==> config.mk <==
export PLATFORM = sky130hd
export DESIGN_NAME = bkr_config_reg
export DESIGN_NICKNAME = d
export VERILOG_FILES = /design/src/core/bkr_pkg.sv /design/src/core/bkr_config_reg.sv
export VERILOG_INCLUDE_DIRS = /design/src /design/src/core
export SDC_FILE = /design/constraint.sdc
export NUM_CORES = 1
export LEC_CHECK = 0
export BUFFER_PORTS_ARGS = -buffer_cell sky130_fd_sc_hd__buf_2
export CAP_MARGIN = 20
export CORE_UTILIZATION = 44
export CTS_CLUSTER_DIAMETER = 50
export DETAILED_ROUTE_END_ITERATION = 6
export HOLD_SLACK_MARGIN = 0.06
export SYNTH_ARGS = -nofsm -noshare
export SYNTH_HDL_FRONTEND = slang
export SYNTH_SLANG_ARGS = --single-unit
==> constraint.sdc <==
create_clock -name core_clk -period 18.6 [get_ports core_clk]
set_clock_uncertainty 0.15 [all_clocks]
set_input_delay 3.72 -clock core_clk [delete_from_list [all_inputs] [get_ports core_clk]]
set_output_delay 3.72 -clock core_clk [all_outputs]
set_load 0.01 [all_outputs]
==> src/core/bkr_regs.svh <==
// Operation
// - With the keep-alive bit at 0 the regulator turns off once the hold pin is low and the push button is released high.
// - With the keep-alive bit at 1 the regulator stays on although the hold pin is low and the push button is released high.
// - A disabled regulator has its output discharged only when the discharge bit is 1.
// - Codes 0 to 31 give 0.800 V plus 25 mV per code, and from code 32 (1.600 V) each code adds 50 mV, 1.950 V at code 39.
// - A downward step of any size in one bus write is accepted and never flagged.
// - On external-divider variants the voltage field is stored but does not move the regulator setpoint.
// - All eight bits are read/write and reload their defaults on undervoltage lockout or device reset.
`ifndef BKR_REGS_SVH
`define BKR_REGS_SVH

// register address
`define BKR_OUTPUT_CONFIG_ADDR    8'h07

// field positions
`define BKR_KEEP_ALIVE_BIT        7
`define BKR_DISCHARGE_BIT         6
`define BKR_CODE_MSB              5
`define BKR_CODE_LSB              0

// per-variant reset values of the whole register
`define BKR_DEFAULT_DIVIDER       8'h29
`define BKR_DEFAULT_FIXED_A       8'h25
`define BKR_DEFAULT_FIXED_B       8'h26

// voltage decode, millivolts
`define BKR_LOW_BASE_MV           12'h320
`define BKR_LOW_STEP_MV           12'h019
`define BKR_HIGH_BASE_MV          12'h640
`define BKR_HIGH_STEP_MV          12'h032
`define BKR_HIGH_RANGE_CODE       6'h20

// upward step limit, percent
`define BKR_STEP_LIMIT_PCT        19'h0006C
`define BKR_PCT_SCALE             19'h00064

// unmapped reads
`define BKR_UNMAPPED_DATA         8'h00

`endif

==> src/core/bkr_pkg.sv <==
package bkr_pkg;

	// device variant: how the output voltage is set
	typedef enum logic [1:0] {
		BKR_VAR_DIVIDER,
		BKR_VAR_FIXED_A,
		BKR_VAR_FIXED_B
	} bkr_variant_t;

	// contents of the output configuration register
	typedef struct packed {
		logic       keep_alive;
		logic       discharge;
		logic [5:0] code;
	} bkr_cfg_t;

	// regulator power state
	typedef enum logic {
		BKR_REG_ON,
		BKR_REG_OFF
	} bkr_reg_state_t;

	// register access request from the serial interface engine
	typedef struct packed {
		logic       wr_en;
		logic       rd_en;
		logic [7:0] addr;
		logic [7:0] wdata;
	} bkr_req_t;

endpackage : bkr_pkg

==> src/core/bkr_config_reg.sv <==
`timescale 1ns/1ps
`include "bkr_regs.svh"

module bkr_config_reg
	import bkr_pkg::*;
#(
	parameter bkr_variant_t VARIANT = BKR_VAR_DIVIDER
) (
	// clock and reset
	input  wire logic       core_clk,
	input  wire logic       reset,
	// undervoltage lockout level
	input  wire logic       undervoltage_lockout,
	// register access from the serial interface engine
	input  wire bkr_req_t   reg_req,
	output logic [7:0]      reg_rdata_ff,
	output logic            reg_ack_ff,
	// power control pins
	input  wire logic       hold_pin,
	input  wire logic       push_button_input,
	// regulator controls
	output logic            regulator_on_ff,
	output logic            discharge_on_ff,
	output logic [11:0]     setpoint_mv_ff,
	output logic            step_over_limit_ff
);

	// reset value for the chosen variant
	localparam logic [7:0] DEFAULT_VALUE =
		(VARIANT == BKR_VAR_FIXED_A) ? `BKR_DEFAULT_FIXED_A :
		(VARIANT == BKR_VAR_FIXED_B) ? `BKR_DEFAULT_FIXED_B : `BKR_DEFAULT_DIVIDER;
	localparam logic       EXT_DIVIDER   = (VARIANT == BKR_VAR_DIVIDER);

	// code to millivolts, two ranges
	function automatic logic [11:0] code_to_mv(input logic [5:0] code);
		logic [11:0] steps;
		steps = {6'h00, code};
		if (code < `BKR_HIGH_RANGE_CODE) begin
			code_to_mv = `BKR_LOW_BASE_MV + 12'(steps * `BKR_LOW_STEP_MV);
		end else begin
			code_to_mv = `BKR_HIGH_BASE_MV
				+ 12'((steps - 12'h020) * `BKR_HIGH_STEP_MV);
		end
	endfunction : code_to_mv

	// address match for the configuration register
	function automatic logic is_cfg_addr(input logic [7:0] addr);
		is_cfg_addr = (addr == `BKR_OUTPUT_CONFIG_ADDR);
	endfunction : is_cfg_addr

	// read data for one address; unmapped addresses read as a constant
	function automatic logic [7:0] read_mux(input logic [7:0] addr, input bkr_cfg_t cfg);
		if (is_cfg_addr(addr)) begin
			read_mux = cfg;
		end else begin
			read_mux = `BKR_UNMAPPED_DATA;
		end
	endfunction : read_mux

	// true when the new code lifts the setpoint past the allowed upward step
	function automatic logic step_too_big(input logic [5:0] old_code,
		input logic [5:0] new_code);
		logic [18:0] old_lim;
		logic [18:0] new_val;
		old_lim      = 19'(code_to_mv(old_code) * `BKR_STEP_LIMIT_PCT);
		new_val      = 19'(code_to_mv(new_code) * `BKR_PCT_SCALE);
		step_too_big = (new_val > old_lim);  // down steps never exceed the limit
	endfunction : step_too_big

	// setpoint held by divider variants and loaded at reset
	localparam logic [11:0] DEFAULT_MV =
		code_to_mv(DEFAULT_VALUE[`BKR_CODE_MSB:`BKR_CODE_LSB]);

	// register contents
	bkr_cfg_t       cfg_ff;
	bkr_cfg_t       nxt_cfg;
	logic           cfg_wr_hit;
	// read port
	logic [7:0]     nxt_reg_rdata;
	logic           nxt_reg_ack;
	// regulator control
	bkr_reg_state_t state_ff;
	bkr_reg_state_t nxt_state;
	logic           nxt_regulator_on;
	logic           nxt_discharge_on;
	logic [11:0]    nxt_setpoint_mv;
	logic           nxt_step_over_limit;

	// a host write that lands in the register; lockout blocks it
	assign cfg_wr_hit = reg_req.wr_en && is_cfg_addr(reg_req.addr) && !undervoltage_lockout;

	// register contents: lockout reload beats a host write
	always_comb begin
		nxt_cfg = cfg_ff;
		if (undervoltage_lockout) begin
			nxt_cfg = bkr_cfg_t'(DEFAULT_VALUE);
		end else if (cfg_wr_hit) begin
			nxt_cfg = bkr_cfg_t'(reg_req.wdata);
		end
	end

	always_ff @(posedge core_clk) begin
		if (reset) begin
			cfg_ff <= bkr_cfg_t'(DEFAULT_VALUE);
		end else begin
			cfg_ff <= nxt_cfg;
		end
	end

	// read data and acknowledge; a read sees the value before a same-cycle write
	always_comb begin
		nxt_reg_rdata = reg_rdata_ff;  // held until the next read
		nxt_reg_ack   = reg_req.wr_en | reg_req.rd_en;
		if (reg_req.rd_en) begin
			nxt_reg_rdata = read_mux(reg_req.addr, cfg_ff);
		end
	end

	always_ff @(posedge core_clk) begin
		if (reset) begin
			reg_rdata_ff <= 8'h00;
			reg_ack_ff   <= 1'b0;
		end else begin
			reg_rdata_ff <= nxt_reg_rdata;
			reg_ack_ff   <= nxt_reg_ack;
		end
	end

	// regulator power state: released by the pins, held on by keep-alive
	always_comb begin
		nxt_state = state_ff;
		case (state_ff)
			BKR_REG_ON: begin
				if (!hold_pin && push_button_input && !cfg_ff.keep_alive) begin
					nxt_state = BKR_REG_OFF;
				end else begin
					nxt_state = BKR_REG_ON;
				end
			end
			BKR_REG_OFF: begin
				if (hold_pin || cfg_ff.keep_alive) begin
					nxt_state = BKR_REG_ON;  // back on once held again
				end
			end
			default: begin
				nxt_state = BKR_REG_ON;  // recover from an illegal state
			end
		endcase
		// lockout always wins over the pins
		if (undervoltage_lockout) begin
			nxt_state = BKR_REG_OFF;
		end
		nxt_regulator_on = (nxt_state == BKR_REG_ON);
	end

	always_ff @(posedge core_clk) begin
		if (reset) begin
			state_ff        <= BKR_REG_ON;
			regulator_on_ff <= 1'b1;
		end else begin
			state_ff        <= nxt_state;
			regulator_on_ff <= nxt_regulator_on;
		end
	end

	// output discharge follows the off state and the stored bit
	always_comb begin
		nxt_discharge_on = 1'b0;
		if (nxt_state == BKR_REG_OFF) begin
			nxt_discharge_on = nxt_cfg.discharge;
		end
	end

	always_ff @(posedge core_clk) begin
		if (reset) begin
			discharge_on_ff <= 1'b0;
		end else begin
			discharge_on_ff <= nxt_discharge_on;
		end
	end

	// setpoint: divider variants keep the default, fixed ones follow the code
	always_comb begin
		if (EXT_DIVIDER) begin
			nxt_setpoint_mv = DEFAULT_MV;
		end else begin
			nxt_setpoint_mv = code_to_mv(nxt_cfg.code);
		end
	end

	always_ff @(posedge core_clk) begin
		if (reset) begin
			setpoint_mv_ff <= DEFAULT_MV;
		end else begin
			setpoint_mv_ff <= nxt_setpoint_mv;
		end
	end

	// step flag: only upward steps past the limit raise it, for one cycle
	always_comb begin
		nxt_step_over_limit = 1'b0;
		if (cfg_wr_hit
			&& step_too_big(cfg_ff.code, reg_req.wdata[`BKR_CODE_MSB:`BKR_CODE_LSB])) begin
			nxt_step_over_limit = 1'b1;
		end
	end

	always_ff @(posedge core_clk) begin
		if (reset) begin
			step_over_limit_ff <= 1'b0;
		end else begin
			step_over_limit_ff <= nxt_step_over_limit;
		end
	end

endmodule : bkr_config_reg

==> flow_summary_export.csv <==
group,metric,value,unit
timing,final-hold-violation-count,0,
place,io_buffers,34,
routing,wl,11.41,mm
clocking,cts_buffer_depth,2,
cells_and_area,drive_above_1_share,8.240,%
cells_and_area,fillCellCount,1257,
routing,routed-via-count,4592,
timing,tns,0,ps
clocking,holdBufCountCts,0,
setup_path,cp.buffers_inverters,3,
routing,wl_per_cell,12.85,um
clocking,numCtsBuffers,3,
routing,antenna_left,0,
global_routing,grt.overflow.total,0,
timing,tightest_slew,549.4,ps
synthesis,synth-seq-cells,21,
clocking,cts_tree,"done",
timing,fin_crit,10360,ps
clocking,clk_pin_slew,60,ps
setup_path,required,18590,ps
setup_path,max_stage_delay,470,ps
timing,rsz0062_at_grt,"no",
timing,max_freq,96.49,MHz
pwr,p_seq_share,5.2,%
clocking,cts_resized,0,
pwr,p_per_area,140.6,nW/um^2
place,gp_congestion,0.7852,
floorplanning,die_x,117.5,um
synthesis,synth_top_area_share,33.44,%
synthesis,synthesis.area,5874,um^2
global_routing,grt_pass1_wl,20.15,mm
floorplanning,design.core.area,12820,um^2
clocking,clockRootBuffer,"clkbuf_16",
routing,route.met3.wl,297,um
pwr,power_frac_clock,5.3,%
synthesis,postSynthAreaPerCell,8.501,um^2
place,dpl.hpwl,10.10,mm
floorplanning,fp-row-count,41,
synthesis,netlist_instances,691,
synthesis,ys_types,61,
pwr,total_power,0.8792,mW
routing,wl_met1,5.998,mm
floorplanning,start_util,45.80,%
setup_path,endpoint_kind,"flop",
cells_and_area,seqCellArea,420.4,um^2
setup_path,critPathMostFrequentCell,"ha_1",
synthesis,yosysTopAreaCell,"ha_1",
run,drv_cap,0,
status,status,"complete, no violations",
pwr,p_sw_share,52.48,%
synthesis,ys.flop_type,"dfxtp_1",
clocking,htreeDepth,1,
synthesis,synth.area.top_cells,"ha_1 (33%), fa_1 (13%), dfxtp_1 (7.2%)",
routing,dr.max_layer_used,"met4",
timing,finalSetupViolations,0,
clocking,post_cts.repair.setup_buffers,0,
synthesis,yosysMostFrequentCell,"ha_1",
global_routing,first_global_vias,4555,
floorplanning,dieArea,13820,um^2
synthesis,async_flop_share,0,%
hold_path,hold_path.class,"flop to flop",
setup_path,cpMaxStageDelayCell,"fa_1",
floorplanning,ios,47,
setup_path,cp_top_family,"adder cells",
synthesis,yosysWarnings,0,
timing,finalCritPeriodShare,55.72,%
timing,finalMaxSlewViolations,0,
synthesis,synthTopCellsByCount,"ha_1 (157), inv_1 (111), a21oi_1 (40), fa_1 (39), nand2_1 (34)",
routing,viasPerCell,5.171,
clocking,clk_latency,260,ps
pwr,vdd_ir_drop_max,93.15,uV
synthesis,synth_edf_count,0,
setup_path,start_kind,"input pin",
pwr,power_frac_comb,89.6,%
floorplanning,dieHeight,117.5,um
global_routing,grt_usage,17.06,%
global_routing,grt_max_degree,29,
routing,drtIter0Drc,176,
clocking,cts.sinks,21,
cells_and_area,multi_input_area,4936,um^2
cells_and_area,final_net_count,936,
pwr,p_leak,3.338,nW
routing,wl_met2,5.068,mm
cells_and_area,syn_to_final_growth,6.432,%
setup_path,crit_type,"input pin to flop",
setup_path,crit_path_max_fanout,24,
routing,drc,0,
timing,maxSlewHeadroom,62.32,%
synthesis,synth-seq-area-share,7.157,%
pwr,switchingPower,0.4614,mW
setup_path,crit_arrival,10350,ps
global_routing,antenna_found_initial,0,
cells_and_area,n_antenna_cell,0,
pwr,cell_internal_pwr,0.4178,mW
routing,drtPass1Iterations,4,
## final timing paths
path,slack (ps),startpoint,to,depth (start not counted)
worst max-delay path,8240,reg_req[5],step_over_limit_ff$_SDFF_PP0_,26
worst min-delay path,310,reg_rdata_ff[5]$_SDFFE_PP0P_,reg_rdata_ff[5]$_SDFFE_PP0P_,2
worst max register to register,11360,cfg_ff[3]$_SDFFE_PP1P_,step_over_limit_ff$_SDFF_PP0_,29
worst min register to register,310,reg_rdata_ff[5]$_SDFFE_PP0P_,reg_rdata_ff[5]$_SDFFE_PP0P_,2
## final cells by class
type | instances | share of cell area, %
well taps | 172 | 3.442
clock buffers | 4 | 1.261
inverters | 111 | 6.664
repair buffers | 36 | 2.962
multi-input cells | 544 | 78.95
flip-flops and latches | 21 | 6.724
## power by group through the flow
stage | Sequential, mW | Combinational, mW | Clock (mW)
after floorplan | 0.0467 | 0.619 | 0
after global placement | 0.0466 | 0.749 | 0
after detailed placement | 0.0466 | 0.789 | 0
after CTS | 0.0456 | 0.794 | 0.0468
after global routing | 0.0456 | 0.905 | 0.0492
final | 0.0456 | 0.787 | 0.0463
## registers in the layout (all words and copies together), names as in the netlist
signal and cells:
cfg_ff 8, reg_rdata_ff 8, discharge_on_ff 1, reg_ack_ff 1
regulator_on_ff 1, state_ff 1, step_over_limit_ff 1
## through the flow
| step | hold slack (ps) | util [%] | instance area (um^2) | std cells | setup WS [ps] |
|---|---|---|---|---|---|
| 6_report | 314.3 | 48.75 | 6252 | 888 | 8236 |
| 5_1_grt | 351.2 | 48.75 | 6252 | 888 | 7679 |
| 4_1_cts | 314.0 | 48.75 | 6252 | 888 | 8231 |
| 3_5_place_dp | 305.7 | 48.14 | 6173 | 884 | 7982 |
| 3_3_place_gp | 300.5 | 48.14 | 6173 | 884 | 8202 |
| 2_1_floorplan | 299.9 | - | 5912 | 701 | 8581 |
## kinds of logic (layout without fill, tap and decap cells)
logic type / count (synthesis) / count (layout) / synth area share [%]
AOI/OAI and AO/OA: 141 / 141 / 16.12
xor gates and xnor gates: 43 / 43 / 6.411
adders and majority gates: 196 / 196 / 46.73
buffers and inverters: 136 / 151 / 9.457
DFF: 21 / 21 / 7.156
muxes: 10 / 10 / 1.874
other: 2 / 12 / 0.1278
and+or+nand+nor: 142 / 142 / 12.12
## tightest hold or removal path, stage by stage (launching register included)
cell and delay (ps):
dfxtp_1 300, nand2b_1 60, a21oi_1 50
## metal layers
metal	GRT usage (%)	vias up
met3	1.260	6
li1	-	2395
met2	29.59	64
met5	0	-
met1	23.96	2127
met4	1.362	0
## placed cells by master (no fill, tap or decap), drive strengths merged, types with 5 or more instances in the layout
master,instances
xnor2,26
nand2b,14
xor2,17
o21ai,30
mux2,8
nor3,5
nor2b,11
conb,12
inv,111
ha,157
nand2,34
fa,39
o21a,9
a21o,19
dfxtp,21
buf,36
a21oi,41
nand3,22
nor2,33
(Power assumes the default switching activity.)
